### src/verilog/hv_io_regs.svh
// Register offsets, field positions, reset values and encodings.
`ifndef HV_IO_REGS_SVH
`define HV_IO_REGS_SVH

// ==========================================================================
// Register numbers on the local control interface
`define HV_PIN_CONFIG_ADDR      8'h40
`define BUCK_REG_CONFIG_ADDR    8'h41
`define OUT_GATE_OVERRIDE_ADDR  8'h42

// ==========================================================================
// Field positions of hv_pin_config
`define SLOW_SLEW_LSB           0
`define REDUCED_HIGH_LSB        8
`define REDUCED_LOW_LSB         16
`define DIFF_PAIR_LSB           24

// ==========================================================================
// Field positions of buck_regulator_config
`define FIXED_FREQ_LSB          0
`define FIXED_GAIN_LSB          2
`define FIXED_DAMP_LSB          4
`define FIXED_OCP_OFF_BIT       6
`define ADJ_FREQ_LSB            8
`define ADJ_GAIN_LSB            10
`define ADJ_DAMP_LSB            12
`define ADJ_OCP_OFF_BIT         14
`define ADJ_OFF_BIT             15

// ==========================================================================
// Field position of output_gating_override
`define OVERRIDE_BIT            0

// ==========================================================================
// Reset values
`define HV_PIN_CONFIG_RST       32'h0000_0000
`define BUCK_REG_CONFIG_RST     16'h0000
`define OVERRIDE_RST            1'b0

// ==========================================================================
// Application-layer state codes on the slave state machine port
`define AL_SAFE_OP              4'h4
`define AL_OPERATIONAL          4'h8

`endif

### src/verilog/hv_io_pkg.sv
// Types shared by the configuration and gating block.
package hv_io_pkg;

  // Switching frequency code, nominal values.
  typedef enum logic [1:0] {
    FREQ_250K = 2'h0,
    FREQ_125K = 2'h1,
    FREQ_500K = 2'h2,
    FREQ_1M   = 2'h3
  } switch_freq_t;

  // Loop gain or damping scale code.
  typedef enum logic [1:0] {
    SCALE_100 = 2'h0,
    SCALE_150 = 2'h1,
    SCALE_200 = 2'h2,
    SCALE_50  = 2'h3
  } loop_scale_t;

  // Settings for one buck regulator.
  typedef struct packed {
    switch_freq_t freq;
    loop_scale_t  gain;
    loop_scale_t  damping;
    logic         ocp_off;
  } reg_cfg_t;

  // Settings for the eight high-voltage pins.
  typedef struct packed {
    logic [3:0] diff_pair_enable;
    logic [7:0] reduced_low_drive;
    logic [7:0] reduced_high_drive;
    logic [7:0] slow_slew_select;
  } hv_cfg_t;

  // Load sequence of the block.
  typedef enum logic [2:0] {
    ST_PRELOAD = 3'b001,
    ST_RUN     = 3'b010,
    ST_IDLE    = 3'b100
  } load_state_t;

  // State of the block, apart from the port synchroniser stages.
  typedef struct packed {
    load_state_t st;
    logic [31:0] hv_pin_config;
    logic [15:0] buck_config;
    logic        override;
    logic [23:0] out_val;
    logic [23:0] out_en;
    logic [23:0] fb_in;
    logic [23:0] local_in;
  } state_t;

endpackage : hv_io_pkg

### src/verilog/hv_io_cfg.sv
// Pin and regulator configuration with output gating by layer state.
`timescale 1ns/1ps
`default_nettype none
`include "hv_io_regs.svh"

module hv_io_cfg (
  // Clock and reset
  input  wire logic                  MCLK,
  input  wire logic                  RST,
  // Local control register writes
  input  wire logic                  WR_EN,
  input  wire logic [7:0]            WR_ADDR,
  input  wire logic [31:0]           WR_DATA,
  // Startup preload from configuration memory
  input  wire logic                  PRELOAD_VALID,
  input  wire logic                  PRELOAD_DONE,
  input  wire logic [31:0]           PRELOAD_HV,
  input  wire logic [15:0]           PRELOAD_BUCK,
  // Slave state and port data
  input  wire logic [3:0]            AL_STATE,
  input  wire logic [23:0]           MASTER_OWNS,
  input  wire logic [23:0]           MASTER_OUT,
  input  wire logic [23:0]           LOCAL_OUT,
  input  wire logic [23:0]           PORT_IN,
  // Configuration outputs
  output var hv_io_pkg::hv_cfg_t     HV_CFG,
  output var hv_io_pkg::reg_cfg_t    FIXED_REG_CFG,
  output var hv_io_pkg::reg_cfg_t    ADJ_REG_CFG,
  output var logic                   ADJ_REG_OFF,
  output var logic                   OVERRIDE,
  // Gated ports
  output var logic [23:0]            OUT_VALUE,
  output var logic [23:0]            OUT_ENABLE,
  output var logic [23:0]            MASTER_IN,
  output var logic [23:0]            LOCAL_IN,
  output var logic                   CFG_READY
);

  // ========================================================================
  // State
  hv_io_pkg::state_t s;
  hv_io_pkg::state_t next_s;

  // Port synchroniser stages; the first stage feeds only the second.
  logic [23:0] in_m1;
  logic [23:0] in_m2;
  logic [23:0] in_m3;
  // Filtered inputs: a bit moves only when stages two and three agree.
  logic [23:0] in_filt;

  // Regulator fields sit LSB-first in the register but MSB-first in the
  // struct, so each field is moved by its own bit slice rather than by one plain slice.
  function automatic hv_io_pkg::reg_cfg_t unpack_reg(input logic [6:0] f);
    unpack_reg = {f[1:0], f[3:2], f[5:4], f[6]};
  endfunction : unpack_reg

  // True when the layer state permits master output control.
  function automatic logic is_op(input logic [3:0] st);
    is_op = (st == `AL_OPERATIONAL);
  endfunction : is_op

  wire logic out_open = s.override || is_op(AL_STATE);
  wire logic in_open = is_op(AL_STATE) || (AL_STATE == `AL_SAFE_OP);

  // ========================================================================
  // Next-state logic
  always_comb begin
    next_s = s;
    // A bit that the two late stages disagree on keeps its old value.
    for (int i = 0; i < 24; i++) begin
      in_filt[i] = (in_m2[i] == in_m3[i]) ? in_m3[i] : s.local_in[i];
    end
    case (s.st)
      hv_io_pkg::ST_PRELOAD: begin
        // Preload words land before the host may write anything.
        if (PRELOAD_VALID) begin
          next_s.hv_pin_config = PRELOAD_HV;
          next_s.buck_config   = PRELOAD_BUCK;
        end
        if (PRELOAD_DONE) begin
          next_s.st = hv_io_pkg::ST_RUN;
        end
      end
      hv_io_pkg::ST_RUN: begin
        // Only the local port reaches these; no master write path exists.
        if (WR_EN) begin
          case (WR_ADDR)
            `HV_PIN_CONFIG_ADDR: begin
              next_s.hv_pin_config = {4'h0, WR_DATA[27:0]};
            end
            `BUCK_REG_CONFIG_ADDR: begin
              next_s.buck_config = WR_DATA[15:0];
            end
            `OUT_GATE_OVERRIDE_ADDR: begin
              next_s.override = WR_DATA[`OVERRIDE_BIT];
            end
            default: begin
            end
          endcase
        end
      end
      default: begin
        next_s.st = hv_io_pkg::ST_PRELOAD;
      end
    endcase
    // Outputs: owned bits follow the master only when open; the override
    // hands every bit to the local side.
    for (int i = 0; i < 24; i++) begin
      if (s.override) begin
        next_s.out_val[i] = LOCAL_OUT[i];
        next_s.out_en[i]  = 1'b1;
      end else if (MASTER_OWNS[i]) begin
        next_s.out_val[i] = MASTER_OUT[i];
        next_s.out_en[i]  = out_open;
      end else begin
        next_s.out_val[i] = LOCAL_OUT[i];
        next_s.out_en[i]  = out_open;
      end
    end
    // Inputs are never gated by the override.
    next_s.local_in = in_filt;
    next_s.fb_in    = in_open ? (in_filt & MASTER_OWNS) : 24'h000000;
  end

  // ========================================================================
  // Registers
  always_ff @(posedge MCLK) begin
    if (RST) begin
      s.st            <= hv_io_pkg::ST_PRELOAD;
      s.hv_pin_config <= `HV_PIN_CONFIG_RST;
      s.buck_config   <= `BUCK_REG_CONFIG_RST;
      s.override      <= `OVERRIDE_RST;
      s.out_val       <= 24'h000000;
      s.out_en        <= 24'h000000;
      s.fb_in         <= 24'h000000;
      s.local_in      <= 24'h000000;
      in_m1           <= 24'h000000;
      in_m2           <= 24'h000000;
      in_m3           <= 24'h000000;
    end else begin
      s     <= next_s;
      in_m1 <= PORT_IN;
      in_m2 <= in_m1;
      in_m3 <= in_m2;
    end
  end

  // ========================================================================
  // Outputs straight from state flip-flops
  always_comb begin
    HV_CFG                = s.hv_pin_config[27:0];
    FIXED_REG_CFG         = unpack_reg(s.buck_config[6:0]);
    ADJ_REG_CFG           = unpack_reg(s.buck_config[14:8]);
    ADJ_REG_OFF           = s.buck_config[`ADJ_OFF_BIT];
    OVERRIDE              = s.override;
    OUT_VALUE             = s.out_val;
    OUT_ENABLE            = s.out_en;
    MASTER_IN             = s.fb_in;
    LOCAL_IN              = s.local_in;
    CFG_READY             = s.st == hv_io_pkg::ST_RUN;
  end

  // ========================================================================
  // Checks
  property p_gate_closed;
    @(posedge MCLK) disable iff (RST)
      (!s.override && !is_op(AL_STATE)) |=> (OUT_ENABLE == 24'h000000);
  endproperty
  a_gate_closed: assert property (p_gate_closed)
    else $error("Outputs enabled outside operational state.");

  property p_override_open;
    @(posedge MCLK) disable iff (RST)
      s.override |=> (OUT_ENABLE == 24'hFFFFFF && OUT_VALUE == $past(LOCAL_OUT));
  endproperty
  a_override_open: assert property (p_override_open)
    else $error("Override did not give local control.");

  property p_master_in;
    @(posedge MCLK) disable iff (RST)
      !in_open |=> (MASTER_IN == 24'h000000);
  endproperty
  a_master_in: assert property (p_master_in)
    else $error("Master read inputs in a closed state.");

  property p_ovr_write;
    @(posedge MCLK) disable iff (RST)
      (CFG_READY && WR_EN && WR_ADDR == `OUT_GATE_OVERRIDE_ADDR)
        |=> (OVERRIDE == $past(WR_DATA[0]));
  endproperty
  a_ovr_write: assert property (p_ovr_write)
    else $error("Override write not taken.");

  property p_hv_write;
    @(posedge MCLK) disable iff (RST)
      (CFG_READY && WR_EN && WR_ADDR == `HV_PIN_CONFIG_ADDR)
        |=> (HV_CFG == $past(WR_DATA[27:0]));
  endproperty
  a_hv_write: assert property (p_hv_write)
    else $error("Pin configuration write not taken.");

  property p_buck_write;
    @(posedge MCLK) disable iff (RST)
      (CFG_READY && WR_EN && WR_ADDR == `BUCK_REG_CONFIG_ADDR)
        |=> (ADJ_REG_OFF == $past(WR_DATA[15]));
  endproperty
  a_buck_write: assert property (p_buck_write)
    else $error("Regulator configuration write not taken.");

  property p_preload;
    @(posedge MCLK) disable iff (RST)
      (!CFG_READY && PRELOAD_VALID)
        |=> (ADJ_REG_CFG == unpack_reg($past(PRELOAD_BUCK[14:8])));
  endproperty
  a_preload: assert property (p_preload)
    else $error("Preload did not load the regulator settings.");

  property p_no_early_write;
    @(posedge MCLK) disable iff (RST)
      (!CFG_READY && !PRELOAD_VALID) |=> $stable(HV_CFG);
  endproperty
  a_no_early_write: assert property (p_no_early_write)
    else $error("Pin configuration changed during preload.");

endmodule : hv_io_cfg
`default_nettype wire

### config.mk
export PLATFORM = sky130hd
export DESIGN_NAME = hv_io_cfg
export DESIGN_NICKNAME = d
export VERILOG_FILES = /design/src/verilog/hv_io_pkg.sv /design/src/verilog/hv_io_cfg.sv
export VERILOG_INCLUDE_DIRS = /design/src /design/src/verilog
export SDC_FILE = /design/constraint.sdc
export NUM_CORES = 1
export LEC_CHECK = 0
export ABC_AREA = 1
export BUFFER_PORTS_ARGS = -buffer_cell sky130_fd_sc_hd__buf_2
export CAP_MARGIN = 10
export CORE_ASPECT_RATIO = 1.2
export CORE_MARGIN = 2
export CORE_UTILIZATION = 49
export DETAILED_ROUTE_END_ITERATION = 10
export PLACE_DENSITY = 0.85
export RECOVER_POWER = 100
export SYNTH_ARGS = -nofsm -noshare
export SYNTH_HDL_FRONTEND = slang
export SYNTH_SLANG_ARGS = --single-unit
### constraint.sdc
create_clock -name MCLK -period 1.3 [get_ports MCLK]
set_input_delay 0.13 -clock MCLK [delete_from_list [all_inputs] [get_ports MCLK]]
set_output_delay 0.13 -clock MCLK [all_outputs]
set_load 0.01 [all_outputs]
==> reports/summary.txt <==
P_leak -> 0.00579 uW
DR pass1 iterations -> 6
Root Buffer -> clkbuf_16
Number of I/O port buffers -> 324
Routed wire length -> 25800 um
GRT Residual Overflow -> 0
Syn Area/Cell -> 7.43 sq um
Clock share of power -> 40.8%
Clock skew -> 0.0114 ns
Initial antenna violation count -> 1
Slew HR -> 74.2%
RePlAce Congestion -> 0.832
Pwr/cell area -> 1270 nW/um^2
Worst-path clk slew -> 0.08 ns
Final setup margin -> -0.0250 ns
Max FO, Critical Path -> 19
Reg-to-Reg Start -> OVERRIDE
Synth warn -> 0
Number of fill cells in the layout -> 1280
Final setup violation count -> 8
Die W -> 123 um
Critical Path AT -> 1.64 ns
Num ports -> 334
MaxCap Viol Count -> 0
Top achievable clock speed -> 755 MHz
Count of state elements after synthesis -> 191
CTS sink count -> 191
Worst Path Required -> 1.61 ns
Initial Util -> 49.8%
Final period utilization -> 102%
Chip height -> 147 um
Sw Pwr -> 3750 uW
Worst Tran Pin Value -> 0.387 ns
Rows -> 52
Peak supply drop -> 0.00103 V
Sequential group share of total power -> 45.4%
Vias -> 7943
Finished Layout Cells -> 1612
Die ar. -> 18100 sq um
Layout area overhead -> 30.7%
Hold WS -> 0.00626 ns
Switch share -> 27.1%
Final hold vios -> 0
Worst min-delay path class -> input port to flip-flop
Wirelength per Cell -> 16.0 um
# DRC -> 0
Final core occ -> 65.0%
Min-delay src -> LOCAL_OUT[7]
Dpl cells -> 1493
Synth Cell Area -> 8350 sq um
Drt via density -> 4.93
Synthesized Nets -> 1317
Yosys cell types -> 18
First-pass GRT wire length -> 38100 um
Nets -> 1575
Post-route cell area -> 10900 sq um
CTS tree -> built
CP Capture Type -> flip-flop
Sequential share of the synthesized area -> 45.8%
Num CTS Buffers -> 17
Startpoint Class -> flip-flop
Pre-CTS WS -> -0.0689 ns
WS Path Type -> flip-flop to flip-flop
DP Area -> 9240 sq um
Unrepaired setup endpoints after global routing -> yes
Count of final max-slew check failures -> 0
Largest net degree at the start of global routing -> 65
Status -> finished with violations
Vias in the first global route -> 7944
CTS Buffer Depth -> 2
Drt initial violations -> 471
Failing checks -> setup timing
Post-DP HPWL -> 15000 um
Layout cells sized above 1 -> 28.7%
Setup crit start -> OVERRIDE
ANT nets after route -> 0
H-tree depth -> 4
Fin crit period -> 1.32 ns
Int Power -> 10100 uW
GRT Overall Usage -> 27.1%
Combinational Power Share -> 13.8%
Core area -> 16800 sq um
Syn Inst Count -> 1124
Clk_lat worst skew -> 0.43 ns
-- metrics by stage --
step           total power (uW)  setup TNS (ns)
2_1_floorplan              7520               0
3_3_place_gp               7910               0
3_5_place_dp               7960          -0.847
4_1_cts                   13700         -0.0378
5_1_grt                   14400           -1.50
6_report                  13800          -0.127
-- path summary, 6_finish.rpt --
path / to / slack (ns) / cells past startpoint
min: OUT_VALUE[7] / 0.006 / 3
max reg2reg: OUT_VALUE[10] / -0.02 / 4
min reg2reg: in_m2[2] / 0.40 / 2
max: OUT_VALUE[10] / -0.02 / 4
-- flip-flops by register name, summed over array words and instances, names as in the netlist --
signal / cells
OUT_VALUE: 24
FIXED_REG_CFG: 7
OVERRIDE: 1
HV_CFG: 28
in_m1: 24
in_m3: 24
in_m2: 24
ADJ_REG_CFG: 7
MASTER_IN: 24
s: 2
LOCAL_IN: 24
ADJ_REG_OFF: 1
OUT_ENABLE: 1
-- worst max-delay path, stage by stage, from the launching register on --
cell and delay, ns:
dfxtp_1 0.35, clkinv_1 0.07, clkbuf_4 0.30, a21oi_1 0.13
nor3_1 0.34
-- timing repair --
action / CTS / global route
hold buffers: 77 / 0
pin swaps: 1 / 3
cloned: 1 / 5
setup buffers: 3 / 0
gates resized for setup: 12 / 23
endpoints found under the setup margin: 33 / 66
hold endpoints to repair: 64 / 0
-- placed cells by master, fill, tap and decap left out, types with 2 or more instances in the layout --
master	netlist	final
maj3_1	24	24
nand2_2	1	2
buf_12	0	14
clkinv_8	0	5
inv_8	0	3
nand2_4	0	2
inv_6	0	4
dfxtp_2	0	2
nor2_1	238	228
nand2_1	108	105
dlygate4sd3_1	0	77
clkbuf_16	0	22
inv_2	3	3
bufinv_16	0	2
nor2_2	0	10
dfxtp_1	191	189
a21oi_1	69	60
buf_4	151	8
a21oi_2	0	9
buf_6	6	2
inv_1	176	175
nor3_1	73	73
clkbuf_1	11	15
nand3_1	46	46
buf_2	14	307
-- cell type report --
cell class | instances | area [sq um] | share of cell area, %
antenna | 1 | 2.50 | 0.0229
tap | 216 | 270 | 2.48
inverter | 180 | 681 | 6.23
sequential | 191 | 3830 | 35.0
multi-input combinational | 561 | 2590 | 23.7
timing repair buffer | 431 | 2900 | 26.6
clock inverter | 14 | 210 | 1.93
clock buffer | 18 | 439 | 4.02
-- logic make-up after synthesis --
| group | synth area share, % |
|---|---|
| fa+ha+maj | 2.88 |
| simple gates | 22.8 |
| compound gates | 4.24 |
| flops | 45.8 |
| buf+inv | 24.3 |
| xor+xnor | 0.105 |
-- synthesized netlist by cell type --
library cell	instances	area, sq um
nand2_2	1	6.26
clkbuf_1	11	41.3
a21oi_1	69	345
nand3_1	46	230
buf_2	14	70.1
buf_4	151	1130
xor2_1	1	8.76
clkinv_1	1	3.75
nor2_1	238	893
o21ai_2	1	8.76
nor3_1	73	365
buf_6	6	67.6
nand2_1	108	405
inv_1	176	661
dfxtp_1	191	3820
inv_2	3	11.3
maj3_1	24	240
buf_1	10	37.5
-- power groups by stage --
stage	registers (uW)	logic [uW]	clock network (uW)
after floorplan	6370	1150	0
after global placement	6390	1520	0
after global routing	6310	2080	5970
final	6280	1910	5640
after detailed placement	6400	1560	0
after CTS	6260	1770	5700
-- metal layers --
| layer | track usage [%] | part of all wire (%) | up-vias |
|---|---|---|---|
| met4 | 16.8 | 5.6 | 0 |
| met2 | 48.7 | 51 | 469 |
| li1 | - | - | 3777 |
| met5 | 0 | 0 | - |
| met3 | 7.03 | 8.2 | 125 |
| met1 | 27.3 | 35 | 3572 |
Power figures use the tool's default switching activity.
